$ cat src/core/aomc_defs.vh
// Constants for the converter output mode control block
`ifndef AOMC_DEFS_VH
`define AOMC_DEFS_VH

// Register byte offsets
`define AOMC_REG_CTRL        12'h000
`define AOMC_REG_STATUS      12'h004
`define AOMC_REG_IRQ_STAT    12'h008
`define AOMC_REG_IRQ_MASK    12'h00c
`define AOMC_REG_LAST_SAMPLE 12'h010

// Control fields
`define AOMC_CTRL_POWER_DOWN_PIN_BIT   0
`define AOMC_CTRL_OEN_BIT    1
`define AOMC_CTRL_RESET      32'h0000_0002

// Configuration pin levels
`define AOMC_MODE_GND        2'h0
`define AOMC_MODE_THIRD      2'h1
`define AOMC_MODE_TWOTHIRD   2'h2
`define AOMC_MODE_VDD        2'h3

// Sample codes
`define AOMC_CODE_POS_FS     14'h3fff
`define AOMC_CODE_MID        14'h2000
`define AOMC_CODE_NEG_FS     14'h0000

// Recovery counts, sampling clock cycles
`define AOMC_RELOCK_CYCLES   16'd100
`define AOMC_NAP_CYCLES      16'd100
// Sleep exit time in microseconds, then cycles at 250 MHz
`define AOMC_SLEEP_US        32'd1000
`define AOMC_CLK_MHZ         32'd250
`define AOMC_SLEEP_CYCLES    (`AOMC_SLEEP_US * `AOMC_CLK_MHZ)

// Interrupt status bits
`define AOMC_IRQ_OVR_BIT     0
`define AOMC_IRQ_VALID_BIT   1
`define AOMC_IRQ_LOCK_BIT    2
`define AOMC_IRQ_W           3

`endif

$ cat src/core/aomc_sync2.v
// Two flip-flop synchroniser, one per bit
`timescale 1ns/1ps
module aomc_sync2 #(
    parameter W = 1
) (
    input  wire         clk_sys_i,
    input  wire         rstn_i,
    input  wire         ce_i,
    input  wire [W-1:0] d_i,
    output wire [W-1:0] q_o
);
    reg [W-1:0] meta;
    reg [W-1:0] sync;
    genvar g;
    generate
        for (g = 0; g < W; g = g + 1) begin : g_bit
            always @(posedge clk_sys_i or negedge rstn_i) begin
                if (!rstn_i) begin
                    meta[g] <= 1'b0;
                    sync[g] <= 1'b0;
                end else if (ce_i) begin
                    meta[g] <= d_i[g];
                    sync[g] <= meta[g];
                end
            end
        end
    endgenerate
    assign q_o = sync;
endmodule

$ cat src/core/aomc_recovery.v
// Recovery counter, marks data valid after a cycle count
`timescale 1ns/1ps
module aomc_recovery #(
    parameter CW = 20
) (
    input  wire          clk_sys_i,
    input  wire          rstn_i,
    input  wire          ce_i,
    input  wire          restart_i,
    input  wire [CW-1:0] target_i,
    input  wire          hold_i,
    output reg           done_o
);
    reg [CW-1:0] count;

    always @(posedge clk_sys_i or negedge rstn_i) begin
        if (!rstn_i) begin
            count  <= {CW{1'b0}};
            done_o <= 1'b0;
        end else if (ce_i) begin
            if (restart_i || hold_i) begin
                count  <= {CW{1'b0}};
                done_o <= 1'b0;
            end else if (!done_o) begin
                if (count >= target_i - 1'b1) begin
                    done_o <= 1'b1;
                end else begin
                    count <= count + 1'b1;
                end
            end
        end
    end
endmodule

$ cat src/core/aomc_top.v
// Converter output mode control: format, overflow, Hi-Z, power modes
//
// Added by the designer: register access over APB and the register offsets.
`timescale 1ns/1ps
`include "aomc_defs.vh"
module aomc_top #(
    parameter DW           = 14,
    parameter SLEEP_CYCLES = `AOMC_SLEEP_CYCLES
) (
    // Clock, reset, enable
    input  wire          clk_sys_i,
    input  wire          rstn_i,
    input  wire          ce_i,
    // APB slave
    input  wire          psel_i,
    input  wire          penable_i,
    input  wire          pwrite_i,
    input  wire [11:0]   paddr_i,
    input  wire [31:0]   pwdata_i,
    output reg  [31:0]   prdata_o,
    output reg           pready_o,
    output reg           pslverr_o,
    // Configuration pins and sampling clock
    input  wire [1:0]    mode_level_i,
    input  wire          sample_clk_i,
    // Quantiser result, same clock domain
    input  wire          conv_valid_i,
    input  wire [DW-1:0] conv_code_i,
    input  wire          conv_over_i,
    input  wire          conv_under_i,
    // Parallel sample outputs, status and interrupt
    output reg  [DW-1:0] sample_code_bus_o,
    output reg           range_exceeded_flag_o,
    output reg           data_oe_o,
    output reg           data_valid_o,
    output reg           dcs_on_o,
    output reg           irq_o
);
    ////////////////////////////////////////////////////////////////////////
    // Pin synchronisation
    wire [1:0] mode_s;
    wire       sclk_s;
    aomc_sync2 #(.W(3)) u_sync (
        .clk_sys_i (clk_sys_i),
        .rstn_i    (rstn_i),
        .ce_i      (ce_i),
        .d_i       ({mode_level_i, sample_clk_i}),
        .q_o       ({mode_s, sclk_s})
    );

    ////////////////////////////////////////////////////////////////////////
    // Registers
    reg  [31:0]           ctrl;
    reg  [`AOMC_IRQ_W-1:0] irq_stat;
    reg  [`AOMC_IRQ_W-1:0] irq_mask;
    reg                   sclk_d;
    reg                   dcs_d;
    reg                   valid_d;
    reg                   sleep_d;
    reg                   sleep_exit;
    wire                  apb_wr;
    wire                  apb_rd;
    wire                  sclk_rise;
    wire                  twos_fmt;
    wire                  dcs_on;
    wire                  pwr_down;
    wire                  oe_n;
    wire                  sleep;
    wire                  nap;
    wire                  rec_done;
    wire                  rec_restart;
    reg  [19:0]           rec_target;
    wire                  ovr_now;
    reg  [DW-1:0]         next_code;
    reg  [`AOMC_IRQ_W-1:0] ev;

    assign apb_wr    = psel_i & penable_i & pwrite_i & ~pready_o;
    assign apb_rd    = psel_i & penable_i & ~pwrite_i & ~pready_o;
    assign sclk_rise = sclk_s & ~sclk_d;
    assign twos_fmt  = mode_s[1];
    assign dcs_on    = (mode_s == `AOMC_MODE_THIRD) ||
                       (mode_s == `AOMC_MODE_TWOTHIRD);
    assign pwr_down  = ctrl[`AOMC_CTRL_POWER_DOWN_PIN_BIT];
    assign oe_n      = ctrl[`AOMC_CTRL_OEN_BIT];
    assign sleep     = pwr_down & oe_n;
    assign nap       = pwr_down & ~oe_n;
    assign ovr_now   = conv_over_i | conv_under_i;

    ////////////////////////////////////////////////////////////////////////
    // Recovery after stabilizer relock, nap or sleep exit
    assign rec_restart = (dcs_on & ~dcs_d) | (sleep_d & ~sleep);

    always @* begin
        // Sleep target kept until that recovery completes
        if (sleep_exit) begin
            rec_target = SLEEP_CYCLES[19:0];
        end else if (dcs_on) begin
            rec_target = {4'h0, `AOMC_RELOCK_CYCLES};
        end else begin
            rec_target = {4'h0, `AOMC_NAP_CYCLES};
        end
    end

    aomc_recovery #(.CW(20)) u_rec (
        .clk_sys_i (clk_sys_i),
        .rstn_i    (rstn_i),
        .ce_i      (ce_i & (sclk_rise | pwr_down | rec_restart)),
        .restart_i (rec_restart),
        .target_i  (rec_target),
        .hold_i    (pwr_down),
        .done_o    (rec_done)
    );

    ////////////////////////////////////////////////////////////////////////
    // Sample code formatting
    always @* begin
        if (conv_over_i) begin
            next_code = `AOMC_CODE_POS_FS;
        end else if (conv_under_i) begin
            next_code = `AOMC_CODE_NEG_FS;
        end else begin
            next_code = conv_code_i;
        end
        if (twos_fmt) begin
            next_code[DW-1] = ~next_code[DW-1];
        end
    end

    always @* begin
        ev = {`AOMC_IRQ_W{1'b0}};
        ev[`AOMC_IRQ_OVR_BIT]   = sclk_rise & conv_valid_i & ovr_now & ~pwr_down;
        ev[`AOMC_IRQ_VALID_BIT] = rec_done & ~valid_d;
        ev[`AOMC_IRQ_LOCK_BIT]  = dcs_on & ~dcs_d;
    end

    ////////////////////////////////////////////////////////////////////////
    // Output path
    always @(posedge clk_sys_i or negedge rstn_i) begin
        if (!rstn_i) begin
            sclk_d                <= 1'b0;
            dcs_d                 <= 1'b0;
            valid_d               <= 1'b0;
            sleep_d               <= 1'b0;
            sleep_exit            <= 1'b0;
            sample_code_bus_o     <= `AOMC_CODE_NEG_FS;
            range_exceeded_flag_o <= 1'b0;
            data_oe_o             <= 1'b0;
            data_valid_o          <= 1'b0;
            dcs_on_o              <= 1'b0;
        end else if (ce_i) begin
            sclk_d   <= sclk_s;
            dcs_d    <= dcs_on;
            valid_d  <= rec_done;
            sleep_d  <= sleep;
            if (sleep) begin
                sleep_exit <= 1'b1;
            end else if (rec_done) begin
                sleep_exit <= 1'b0;
            end
            dcs_on_o <= dcs_on;
            if (sclk_rise && conv_valid_i && !pwr_down) begin
                sample_code_bus_o     <= next_code;
                range_exceeded_flag_o <= ovr_now;
            end
            data_oe_o    <= ~oe_n & ~pwr_down;
            data_valid_o <= rec_done & ~pwr_down;
        end
    end

    ////////////////////////////////////////////////////////////////////////
    // APB slave, one wait state
    always @(posedge clk_sys_i or negedge rstn_i) begin
        if (!rstn_i) begin
            ctrl      <= `AOMC_CTRL_RESET;
            irq_mask  <= {`AOMC_IRQ_W{1'b0}};
            irq_stat  <= {`AOMC_IRQ_W{1'b0}};
            prdata_o  <= 32'h0000_0000;
            pready_o  <= 1'b0;
            pslverr_o <= 1'b0;
            irq_o     <= 1'b0;
        end else if (ce_i) begin
            pready_o  <= psel_i & penable_i & ~pready_o;
            pslverr_o <= 1'b0;
            if (apb_wr && paddr_i == `AOMC_REG_IRQ_STAT) begin
                irq_stat <= (irq_stat & ~pwdata_i[`AOMC_IRQ_W-1:0]) | ev;
            end else begin
                irq_stat <= irq_stat | ev;
            end
            irq_o <= |(irq_stat & irq_mask);
            if (apb_wr) begin
                case (paddr_i)
                    `AOMC_REG_CTRL:     ctrl <= {30'h0, pwdata_i[1:0]};
                    `AOMC_REG_IRQ_STAT: ;
                    `AOMC_REG_IRQ_MASK: irq_mask <= pwdata_i[`AOMC_IRQ_W-1:0];
                    default:            pslverr_o <= (paddr_i != `AOMC_REG_STATUS) &&
                                                     (paddr_i != `AOMC_REG_LAST_SAMPLE);
                endcase
            end
            if (apb_rd) begin
                case (paddr_i)
                    `AOMC_REG_CTRL:        prdata_o <= ctrl;
                    `AOMC_REG_STATUS:      prdata_o <= {25'h0, sleep, nap, mode_s,
                                                        dcs_on, twos_fmt, rec_done};
                    `AOMC_REG_IRQ_STAT:    prdata_o <= {29'h0, irq_stat};
                    `AOMC_REG_IRQ_MASK:    prdata_o <= {29'h0, irq_mask};
                    `AOMC_REG_LAST_SAMPLE: prdata_o <= {17'h0, range_exceeded_flag_o,
                                                        sample_code_bus_o};
                    default: begin
                        prdata_o  <= 32'h0000_0000;
                        pslverr_o <= 1'b1;
                    end
                endcase
            end
        end
    end
endmodule

$ cat config.mk
export PLATFORM = sky130hd
export DESIGN_NAME = aomc_top
export DESIGN_NICKNAME = d
export VERILOG_FILES = /design/src/core/aomc_sync2.v /design/src/core/aomc_recovery.v /design/src/core/aomc_top.v
export VERILOG_INCLUDE_DIRS = /design/src /design/src/core
export SDC_FILE = /design/constraint.sdc
export NUM_CORES = 1
export LEC_CHECK = 0
export ABC_CLOCK_PERIOD_IN_PS = 2790
export BUFFER_PORTS_ARGS = -buffer_cell sky130_fd_sc_hd__buf_2
export CORE_AREA = 3 3 92 94
export DETAILED_ROUTE_END_ITERATION = 8
export DIE_AREA = 0 0 95 97
export HOLD_SLACK_MARGIN = 0.03
export PLACE_DENSITY = 0.79
export SLEW_MARGIN = 30
export SYNTH_ARGS = -nofsm -noshare
export SYNTH_HDL_FRONTEND = slang
export SYNTH_SLANG_ARGS = --single-unit
$ cat constraint.sdc
create_clock -name clk_sys_i -period 2.79 [get_ports clk_sys_i]
set_clock_uncertainty 0.05 [all_clocks]
set_input_delay 0.279 -clock clk_sys_i [delete_from_list [all_inputs] [get_ports clk_sys_i]]
set_output_delay 0.279 -clock clk_sys_i [all_outputs]
set_load 0.05 [all_outputs]
## Word-level counts from Yosys, hierarchy flattened

Index checks and enable logic that the tools add are counted.

| cells by class | value |
|---|---|
| equality and inequality tests | 10 |
| reduce and logical (&&, ||, !) cells | 18 |
| bitwise logic cells | 36 |
| multiplexer cells | 18 |
| $lt $le $gt $ge | 1 |
| add/sub/neg operators | 2 |

Operator list:

| cell | count |
|---|---|
| $pmux 15 s5 | 1 |
| $mux 20 | 3 |
| $mux 14 | 2 |
| $eq 12x4->1 const B | 2 |
| $add 20x1->20 const B | 1 |
| $ge 20x20->1 | 1 |
| $sub 18x1->19 const B | 1 |
| $and 1x1->1 | 18 |
| $mux 18 | 1 |
| $eq 12x3->1 const B | 1 |
| $eq 12x5->1 const B | 1 |
| $logic_not 12->1 | 1 |
| $ne 12x3->1 const B | 1 |
| $ne 12x5->1 const B | 1 |
| $mux 1 | 10 |
| $not 1->1 | 9 |
| $reduce_and 3->1 | 3 |
| $and 3x3->3 | 2 |
| $or 3x3->3 | 2 |
| $reduce_and 2->1 | 3 |
| $reduce_or 3->1 | 2 |
| $reduce_or 5->1 | 1 |
| $logic_and 1x1->1 | 4 |
| $or 1x1->1 | 4 |
| 9 further kinds | 10 |

| word-level totals | value |
|---|---|
| register bits after elaboration | 92 |
| logic and storage cells | 109 |

## Longest topological paths before layout

Gate-level depths: netlist (run 1).

| logic depth | value |
|---|---|
| word-level depth | 7 |
| depth in mapped cells | 7 |

## Modules after synthesis

Synthesis (run 1) repeated with hierarchy kept, for this count alone.

| second synthesis, totals | value |
|---|---|
| cell total of the unflattened synthesis | 488 |
| area total of the unflattened synthesis | 4690.7 µm² |

Modules (own cells, without submodules):

| module | instances | area an instance (µm²) | cells an instance |
|---|---|---|---|
| aomc_top | 1 | 2332.2 | 219 |
| aomc_recovery | 1 | 2107.0 | 256 |
| aomc_sync2 | 1 | 251.5 | 13 |

## Least setup slack after synthesis (run 1)

No wires, ideal clock.

| timing path | value |
|---|---|
| kind | register -> register |
| start point | register sleep_exit |
| end point | register u_rec.count[5] |
| stages on the path, launching flop included | 8 |
| arrival | 2.196 ns |
| path slack | 0.422 ns |
| buffers on the path | 0 |
| required time | 2.617 ns |
| cells stage by stage | dfrtp_1 inv_1 ha_1 a21oi_1 a21oi_1 o41a_4 or4_4 mux2i_1 |

| between the ends | value |
|---|---|
| longest elaborated chain between the ends | 5 |

RTL lines:

| what | RTL line | source |
|---|---|---|
| start: declaration | aomc_top.v:60 | `reg sleep_exit;` |
| start signal: assignment | aomc_top.v:144 | `sleep_exit <= 1'b0;` |
| start signal: assignment | aomc_top.v:156 | `sleep_exit <= 1'b1;` |
| start signal: assignment | aomc_top.v:158 | `sleep_exit <= 1'b0;` |
| $mux 18 | aomc_top.v:95 | `if (sleep_exit) begin` |
| $sub 18x1->19 | aomc_recovery.v:25 | `if (count >= target_i - 1'b1) begin` |
| $ge 20x20->1 | aomc_recovery.v:25 |  |
| $ne 2x1->1 (no line) | n/a |  |
| $reduce_and 3->1 (no line) | n/a |  |
| end signal: assignment | aomc_recovery.v:18 | `count <= {CW{1'b0}};` |
| end signal: assignment | aomc_recovery.v:22 | `count <= {CW{1'b0}};` |
| end signal: assignment | aomc_recovery.v:28 | `count <= count + 1'b1;` |
| end: declaration | aomc_recovery.v:14 | `reg [CW-1:0] count;` |

Every way passes these cells.
A chain may end at the register's enable or synchronous reset.

## Worst setup path in the final report (run 1)

Ends and elaborated chain as after synthesis.

==> reports/metrics.yaml, run 1 <==
layout:
  fin_nets: 580
  fin_area_um2: 4670
  drive_gt1_share_pct: 26.4
  syn2layout_area_growth_pct: 17.7
  antenna_cells: 0
global_route:
  antenna_found_initial: 0
  grt_start_max_net_pins: 37
  grtUsageTotal_pct: 21.3
  grt_overflow: 0
  grt_pass1_wl_um: 15900
  grt_pass1_vias: 3362
timing:
  slew_headroom_pct: 42.5
  finalWorstSetupSlack_ps: 219
  drv_slew: 0
  post-route-period-util_pct: 92.2
  finalWorstPathRequiredPeriod_ps: 2570
  worst-slew-pin-transition_ps: 862
  setup_viol: 0
  tns_ps: 0
  rsz0062_at_grt: "no"
  fmax_mhz: 389
  hold_ws_ps: 114
  final_hold_viol_count: 0
drt:
  dr.pass1.iters: 4
  dr.first_iter.drc_count: 210
  post_drt_wl_per_cell_um: 15.9
  ant_nets: 0
  viasPerCell: 5.72
  vias: 3469
  drc: 0
  routed_wl_um: 9620
flow_run:
  cap_violations: 0
floorplan:
  fp.dieW_um: 95
  start_util_pct: 51.4
  io_pins: 123
  dieArea_um2: 9220
  die_h_um: 97
  rows: 32
  fp.coreArea_um2: 7730
critical_path:
  endpoint_kind: "flip-flop"
  reg2reg_setup_slack_ps: 220
  worstRegToRegCells: 6
  crit_path_max_fanout: 9
  required_ps: 2950
  arrival_ps: 2730
  start_kind: "flip-flop"
  r2r_start: "sleep_exit"
  critical_path_class: "flip-flop to flip-flop"
  r2r_end: "u_rec.count[5]"
placement:
  place_congestion: 0.948
  io_buffer_count: 76
  dp_slack_ps: 218
  hpwlAfterDp_um: 7040
  post_dp_cell_area_um2: 4450
synth:
  synth-seq-cells: 75
  synth_top_family_by_area: "simple AND/OR/NAND/NOR gates"
  synth_compound_gate_area_share_pct: 15.7
  yosysTopAreaCellShare_pct: 46.7
  synth_cells: 417
  synthMuxAreaShare_pct: 5.49
  synth_most_common_cell: "dfrtp_1"
  synth_edf_count: 0
  yosysWarnings: 0
  synth.avg_cell_area_um2: 9.52
  yosys.area_share.simple_pct: 21.0
  synth_seq_area_share_pct: 47.3
  syn_area_um2: 3970
  synth_xor_area_share_pct: 0.662
  yosysUniqueCellTypes: 60
  async_reset_ff_share_pct: 100
  synthTopCellsByCount: "dfrtp_1, nand2_1, nor2_1"
  synth.largest_area_cell: "dfrtp_1"
  synthTopCellsByArea: "dfrtp_1, a21oi_1, nand2_1, mux2_2, nor2_1"
  ys.flop_type: "dfrtp_1"
  yosys.area_share.adder_pct: 3.47
clocking:
  path_clk_slew_ps: 90
  cts.sinks: 75
  insertion_delay_ps: 340
  root_buffer: "clkbuf_8"
  h-tree-depth: 3
  cts_tree: "done"
  cts_buffer_depth: 2
  numCtsBuffers: 9
worst_hold_path:
  worstHoldPathCells: 2
  hold-path-endpoint: "u_sync.meta[0]"
  hold_class: "input pin to flip-flop"
  hp-start: "sample_clk_i"
pwr:
  ir_drop_mv: 0.250
  leakagePower_nw: 2.22
  power_density_nw_per_um2: 682
  total_power_mw: 3.19
status:
  status: "completed"
layout by cell type (no fill, tap or decap), types with 3 or more instances in the layout:
| master | count |
|---|---|
| nand3_1 | 22 |
| o21ai_0 | 16 |
| clkbuf_8 | 10 |
| mux2i_1 | 6 |
| a32oi_1 | 3 |
| nand2b_1 | 7 |
| nand2_1 | 44 |
| ha_1 | 11 |
| nor4_1 | 6 |
| nor3_1 | 5 |
| nand4_1 | 6 |
| buf_2 | 76 |
| a21oi_1 | 37 |
| mux2_2 | 14 |
| nor2_1 | 41 |
| a31oi_1 | 10 |
| conb_1 | 17 |
| a221o_1 | 3 |
| nand4b_1 | 4 |
| inv_1 | 12 |
| buf_4 | 12 |
| and3_1 | 3 |
| nor2b_1 | 3 |
| o21a_1 | 5 |
| dfrtp_1 | 74 |
how the worst max path moves through the flow:
stage	start	endpoint	slack, ps
floorplan	sleep_exit	u_rec.count[5]	420
global placement	sleep_exit	u_rec.count[5]	260
detailed placement	sleep_exit	u_rec.count[5]	220
CTS	sleep_exit	u_rec.count[4]	180
global route	sleep_exit	u_rec.count[11]	90
finish	sleep_exit	u_rec.count[5]	220
metrics by stage:
stage / utilization (%) / std cells
floorplan: - / 433
global placement: 57.6 / 589
detailed placement: 57.6 / 589
CTS: 60.5 / 606
global route: 60.5 / 606
finish: 60.5 / 606
cell families after synthesis:
group | after synthesis
other | 1
AOI/OAI and AO/OA | 97
and+or+nand+nor | 162
muxes | 20
buffers and inverters | 48
adders and majority gates | 11
DFF | 75
xor gates and xnor gates | 3
worst max-delay path: stages (launching register included):
cell,delay (ps)
dfrtp_1,460
ha_1,350
a211oi_1,280
nor2_1,110
o41a_4,530
or4_4,550
mux2i_1,130
layer usage:
metal | global-route usage, % | up-vias | routed length, µm
met3 | 3.19 | 14 | 475
met4 | 5.99 | 0 | 148
li1 | - | 1646 | -
met2 | 36.7 | 112 | 4890
met1 | 27.6 | 1697 | 4110
met5 | 0 | - | 0
sequential cells by signal, indices dropped and copies added (netlist names), 2 cells and up:
signal / cells
u_rec.count: 20
sample_code_bus_o: 14
ctrl: 2
irq_mask: 3
irq_stat: 3
prdata_o: 15
u_sync.meta: 3
u_sync.q_o: 3
what timing repair did:
action,4_1_cts,5_1_grt
hold buffers,1,0
endpoints found under the hold margin,34,0
resized for setup,0,1
setup endpoints to repair,0,2
buffers inserted,0,0
area by class of cell:
| type | instances | area [µm²] |
|---|---|---|
| clock buffer | 10 | 138 |
| clock inverter | 6 | 71.3 |
| fill | 673 | 3060 |
| multi-input combinational | 310 | 1910 |
| inverter | 13 | 48.8 |
| tap | 102 | 128 |
| sequential | 75 | 1880 |
| timing repair buffer | 90 | 500 |
where the power goes:
part	internal, mW	switching (mW)
Combinational	0.235	0.706
Clock	0.446	0.428
Sequential	1.23	0.142
Total	1.91	1.28
Note: power is estimated with default switching activity, not from simulation.
==> inputs of run 2 (changes only) <==
- ABC_AREA: default -> 1
- CORE_AREA: 3 3 92 94 -> 3 3 96 98
- DIE_AREA: 0 0 95 97 -> 0 0 99 101
- GPL_ROUTABILITY_DRIVEN: default -> 0
- PLACE_DENSITY: 0.79 -> 0.8
==> reports/metrics.yaml, run 2 <==
layout:
  drive_gt1_share_pct: 19.2  # -7.2 points
  fin_nets: 758  # +31%
  multi_input_area_um2: 2160  # +13%
  fillers: 788  # +17%
  final_cell_mix: "nand2_1, buf_2, dfrtp_1"
  largest_register: "u_rec.count"
  regArea_um2: 1880  # unchanged
  top_regs: "u_rec.count (20), prdata_o (15), sample_code_bus_o (14)"
  syn2layout_area_growth_pct: 13.6
  largest_reg_flops: 20  # unchanged
  finish.utilization_pct: 59.3  # -1.1 points
  antenna_cells: 0  # unchanged
  final_common_cell: "nand2_1"
clocking:
  postCtsSetupRepairBufs: 0  # unchanged
  h-tree-depth: 3  # unchanged
  hold_buffers: 1  # unchanged
  ctsResizeCount: 0  # unchanged
  cts.sinks: 75  # unchanged
  root_buffer: "clkbuf_8"
  path_clk_slew_ps: 80  # about the same
  insertion_delay_ps: 350  # about the same
  numCtsBuffers: 9  # unchanged
  cts_buffer_depth: 2  # unchanged
  cts_tree: "done"
pwr:
  total_power_mw: 3.12  # -2.2%
  leakagePower_nw: 2.69  # +21%
  switching_share_pct: 38.7  # -1.3 points
  switching_power_mw: 1.21  # -5.3%
  p_seq_share_pct: 42.3  # -0.8 points
  power.internal_mw: 1.91  # about the same
  clkPwrFrac_pct: 30.3  # +2.9 points
  power_density_nw_per_um2: 615  # -9.9%
  ir_drop_mv: 0.583  # +130%
  comb_power_share_pct: 27.4  # -2.1 points
drt:
  dr.pass1.iters: 6  # +2
  drc: 0  # unchanged
  post_drt_wl_per_cell_um: 13.4  # -16%
  ant_nets: 0  # unchanged
  dr.first_iter.drc_count: 182  # -13%
  vias: 4069  # +17%
  viasPerCell: 5.15  # -10%
  routed_wl_um: 10600  # +9.8%
global_route:
  grt_start_max_net_pins: 76  # +110%
  grt_pass1_wl_um: 17900  # +13%
  grtUsageTotal_pct: 22.0  # +0.74 points
  antenna_found_initial: 0  # unchanged
  grt_pass1_vias: 3893  # +16%
  grt_overflow: 0  # unchanged
floorplan:
  die_h_um: 101  # +4.1%
  start_util_pct: 52.2  # +0.88 points
  io_pins: 123  # unchanged
  dieArea_um2: 10000  # +8.5%
  fp.coreArea_um2: 8550  # +11%
  fp.dieW_um: 99  # +4.2%
  rows: 34  # +6.3%
status:
  status: "completed"
timing:
  finalWorstPathRequiredPeriod_ps: 2190  # -384 ps
  rsz0062_at_grt: "no"
  setup_viol: 0  # unchanged
  final_hold_viol_count: 0  # unchanged
  drv_slew: 0  # unchanged
  tns_ps: 0  # unchanged
  fmax_mhz: 457  # +18%
  slew_headroom_pct: 59.6  # +17 points
  worst-slew-pin-transition_ps: 604  # -258 ps
  hold_ws_ps: 81.6  # -32.3 ps
  post-route-period-util_pct: 78.4  # -14 points
synth:
  yosys.area_share.adder_pct: 3.08  # -0.39 points
  synth_edf_count: 0  # unchanged
  synthMuxAreaShare_pct: 0  # -5.5 points
  synthTopCellsByArea: "dfrtp_1, nand2_1, nor2_1, inv_1, nand3_1"
  synth_top_family_by_area: "simple AND/OR/NAND/NOR gates"
  yosys.area_share.simple_pct: 33.3  # +12 points
  synth_xor_area_share_pct: 2.32  # +1.7 points
  synth.avg_cell_area_um2: 7.40  # -22%
  synthTopCellsByCount: "nand2_1, dfrtp_1, nor2_1"
  synth.largest_area_cell: "dfrtp_1"
  async_reset_ff_share_pct: 100  # unchanged
  synth_compound_gate_area_share_pct: 8.26  # -7.4 points
  synth-seq-cells: 75  # unchanged
  synth_most_common_cell: "nand2_1"
  synth_seq_area_share_pct: 42.0  # -5.3 points
  yosysWarnings: 0  # unchanged
  yosysUniqueCellTypes: 40  # -33%
  ys.flop_type: "dfrtp_1"
  syn_area_um2: 4470  # +13%
  yosysTopAreaCellShare_pct: 41.5  # -5.2 points
  synth_cells: 604  # +45%
placement:
  hpwlAfterDp_um: 7870  # +12%
  io_buffer_count: 76  # unchanged
critical_path:
  required_ps: 2980  # +30 ps
  endpoint_kind: "flip-flop"
  critical_path_class: "flip-flop to flip-flop"
  arrival_ps: 2380  # -350 ps
  crit_path_max_fanout: 19  # +10
  start_kind: "flip-flop"
worst_hold_path:
  hold_class: "input pin to flip-flop"
flow_run:
  cap_violations: 0  # unchanged
==> run 2: changes by cell type in the layout (fill, tap and decap cells not counted), sizes merged, moves of 6 or more <==
| cell | before | now |
|---|---|---|
| inv | 15 | 70 |
| nand3 | 22 | 45 |
| a31oi | 10 | 1 |
| buf | 89 | 78 |
| nand2b | 7 | 0 |
| xor2 | 1 | 10 |
| a21oi | 37 | 12 |
| nor4 | 7 | 0 |
| nand2 | 44 | 193 |
| o21ai | 18 | 45 |
| mux2i | 6 | 0 |
| nor2 | 41 | 80 |
| mux2 | 14 | 0 |
==> run 2: worst paths after layout <==
kind / start / to / slack [ps] / cells after the start
setup / recovery: sleep_exit / u_rec.count[2] / 600 / 10
hold / removal: mode_level_i[1] / u_sync.meta[2] / 80 / 3
setup reg to reg: sleep_exit / u_rec.count[2] / 600 / 10
hold reg to reg: u_sync.meta[2] / u_sync.meta[2] / 430 / 2
max in group asynchronous: rstn_i / ctrl[1] / 1900 / 3
min in group asynchronous: rstn_i / prdata_o[8] / 430 / 3
==> run 2: final cells by class <==
class,count,share of cell area [%]
inverters,68,5.10
repair buffers,79,8.24
flip-flops and latches,75,37.0
multi-input cells,444,42.6
clock inverters,7,1.95
well taps,108,2.66
clock buffers,9,2.44
==> run 2: power groups by stage <==
| stage | combinational [mW] | sequential, mW | clock [mW] |
|---|---|---|---|
| 2_1_floorplan | 0.360 | 1.62 | 0 |
| 3_3_place_gp | 0.834 | 1.33 | 0 |
| 3_5_place_dp | 0.855 | 1.34 | 0 |
| 4_1_cts | 0.862 | 1.32 | 0.961 |
| 5_1_grt | 0.927 | 1.33 | 1.01 |
| 6_report | 0.855 | 1.32 | 0.944 |
==> run 2: per-stage QoR <==
| step | cells | cell area [µm²] | setup slack (ps) |
|---|---|---|---|
| floorplan | 620 | 4530 | 878 |
| global placement | 773 | 4840 | 691 |
| CTS | 790 | 5070 | 588 |
| finish | 790 | 5070 | 602 |
| detailed placement | 773 | 4840 | 610 |
| global route | 790 | 5070 | 403 |
==> run 2: worst max-delay path, cell delays in order, from the launching register on <==
cell and delay (ps):
dfrtp_1 440, inv_1 250, ha_1 310, a21oi_1 160, nand2_1 90, a21oi_2 190, nand3_4 120, nand2_8 150
nand2_8 140, nand2_1 110, nand2_1 60
==> run 2: kinds of logic after synthesis <==
| family | Yosys count |
|---|---|
| XOR/XNOR | 11 |
| flip-flops | 75 |
| AND/OR/NAND/NOR | 337 |
| adder cells (fa/ha/maj) | 11 |
| AO/OA/AOI/OAI | 68 |
| buffers and inverters | 101 |
| other | 1 |
==> run 2: layer usage <==
layer	vias up	track usage (%)	part of all wire, %
met4	0	7.67	1.9
li1	2012	-	-
met1	1893	27.9	41
met5	-	0	0
met2	138	37.6	51
met3	26	4.43	5.8
==> inputs of run 3 (changes only) <==
- ABC_CLOCK_PERIOD_IN_PS: 2790 -> 1900
- CORE_AREA: 3 3 96 98 -> 3 3 101 103
- DIE_AREA: 0 0 99 101 -> 0 0 104 106
- PLACE_DENSITY: 0.8 -> 0.76
- clock period: 2.79 -> 1.9 ns (I/O delays scaled with it)
==> reports/metrics.yaml, run 3 (same netlist as run 2, synthesis figures left out) <==
worst_hold_path:
  hold_class: "input pin to flip-flop"
timing:
  drv_slew: 0  # unchanged
  finalWorstSetupSlack_ps: -10.3  # -613 ps
  finalWorstPathRequiredPeriod_ps: 1910  # -277 ps
  rsz0062_at_grt: "yes"
  final_hold_viol_count: 0  # unchanged
  fmax_mhz: 523  # +15%
  post-route-period-util_pct: 101  # +22 points
  setup_viol: 8  # +8
drt:
  drc: 0  # unchanged
  dr.first_iter.drc_count: 135  # -26%
  dr.pass1.iters: 5  # -1
  viasPerCell: 5.07  # -1.6%
  post_drt_wl_per_cell_um: 13.6  # +1.7%
  routed_wl_um: 11400  # +7.4%
  vias: 4233  # +4.0%
  ant_nets: 0  # unchanged
global_route:
  grt_use_met1_pct: 25.5  # -2.4 points
  grt_pass1_wl_um: 18900  # +5.2%
  grt_pass1_vias: 4093  # +5.1%
  met3_usage_pct: 3.28  # -1.2 points
  grtUsageMet2_pct: 36.2  # -1.4 points
  grt_start_max_net_pins: 37  # -51%
  grt_overflow: 0  # unchanged
  antenna_found_initial: 0  # unchanged
  busiest_layer: "met2"
  grtUsageTotal_pct: 20.8  # -1.3 points
placement:
  hpwlAfterDp_um: 8480  # +7.8%
  io_buffer_count: 76  # unchanged
  dp_slack_ps: -66.9  # -677 ps
critical_path:
  start_kind: "flip-flop"
  critPathSlowestCell: "dfrtp_1"
  cp_cell_sequence: "inv_4, ha_1, nand4_1, nor2_4, nand3_2, nand3_4, nand2_8, clkbuf_16, nand3_1, nand2_1"
  critical_path_class: "flip-flop to flip-flop"
  required_ps: 2090  # -890 ps
  arrival_ps: 2100  # -280 ps
  crit_path_max_fanout: 8  # -11
  endpoint_kind: "flip-flop"
  cpPeakStageDelay_ps: 400  # -40 ps
  path_buf_inv: 2  # +1
  crit_family: "simple AND/OR/NAND/NOR gates"
layout:
  regArea_um2: 1880  # unchanged
  drive_gt1_share_pct: 22.5  # +3.3 points
  largest_reg_flops: 20  # unchanged
  syn2layout_area_growth_pct: 20.6
  largest_register: "u_rec.count"
  fin_nets: 782  # +3.2%
  antenna_cells: 0  # unchanged
  finish.utilization_pct: 58.0  # -1.3 points
  fillers: 869  # +10%
  final_common_cell: "nand2_1"
  multi_input_area_um2: 2230  # +3.4%
  final_cell_mix: "nand2_1, buf_2, dfrtp_1"
  top_regs: "u_rec.count (20), prdata_o (15), sample_code_bus_o (14)"
floorplan:
  rows: 35  # +2.9%
  start_util_pct: 48.1  # -4.1 points
  io_pins: 123  # unchanged
  dieArea_um2: 11000  # +10%
  fp.coreArea_um2: 9280  # +8.6%
  die_h_um: 106  # +5.0%
  fp.dieW_um: 104  # +5.1%
clocking:
  path_clk_slew_ps: 80  # about the same
  cts.sinks: 75  # unchanged
  root_buffer: "clkbuf_8"
  h-tree-depth: 3  # unchanged
  cts_buffer_depth: 2  # unchanged
  cts_tree: "done"
  insertion_delay_ps: 350  # about the same
  numCtsBuffers: 9  # unchanged
pwr:
  power_density_nw_per_um2: 857  # +39%
  ir_drop_mv: 0.800  # +37%
  leakagePower_nw: 2.83  # +5.0%
status:
  violations: "setup timing"
  status: "finished with violations"
flow_run:
  cap_violations: 0  # unchanged
[run 3: cell count changes in the layout (fill, tap and decap cells not counted), moves of 2 or more]
cell	delta
ha_4	+3
inv_6	-2
inv_1	-2
nor2_1	-2
buf_4	+18
ha_1	-3
nor2_4	+2
dlygate4sd3_1	+3
[run 3: final timing paths]
path | startpoint | endpoint | slack [ps] | cells past startpoint
max in group asynchronous | rstn_i | u_rec.count[1] | 930 | 3
setup / recovery | sleep_exit | u_rec.count[3] | -10 | 10
setup reg to reg | sleep_exit | u_rec.count[3] | -10 | 10
min in group asynchronous | rstn_i | prdata_o[14] | 290 | 2
hold reg to reg | u_sync.meta[0] | u_sync.meta[0] | 420 | 2
hold / removal | pwdata_i[1] | ctrl[1] | 70 | 3
[run 3: layer usage]
metal / share of wire [%] / vias up
li1: - / 2075
met5: 0 / -
met2: 49 / 170
met1: 42 / 1959
met3: 6.5 / 29
met4: 2.7 / 0
[run 3: stage by stage]
step                      std cells  hold WS [ps]  total power [mW]  setup TNS [ps]  cell area, µm²
final                           835          72.6              4.62           -37.8            5390
after global routing            835          80.8              4.84           -1950            5390
after CTS                       834          52.0              4.64           -36.7            5340
after detailed placement        812           136              3.27            -439            5020
after global placement          812           134              3.23           -1.98            5020
after floorplan                 620          -156              2.91               0            4530
[run 3: final cells by class]
class	count	share of cell area, %
clock buffers	10	2.37
clock inverters	6	1.65
inverters	68	4.85
multi-input cells	445	41.5
flip-flops and latches	75	34.9
well taps	129	3.00
repair buffers	102	11.8
[run 3: where the power goes]
group,internal (mW),total (mW),switching [mW]
clock network,0.742,1.36,0.616
registers,1.77,1.92,0.154
logic,0.325,1.33,1.01
total,2.84,4.62,1.78
[run 3: what timing repair did]
action	CTS	global route
hold buffers	4	0
buffers inserted	1	0
gates cloned	1	1
gates resized for setup	9	4
endpoints found under the setup margin	20	21
hold endpoints to repair	36	0
pin swaps	7	3
[run 3: worst register-to-register path, cell delays in order (launching register included)]
cell	delay, ps
dfrtp_1	400
inv_4	90
ha_1	320
nand4_1	140
nor2_4	170
nand3_2	110
nand3_4	120
nand2_8	90
clkbuf_16	180
nand3_1	70
nand2_1	50
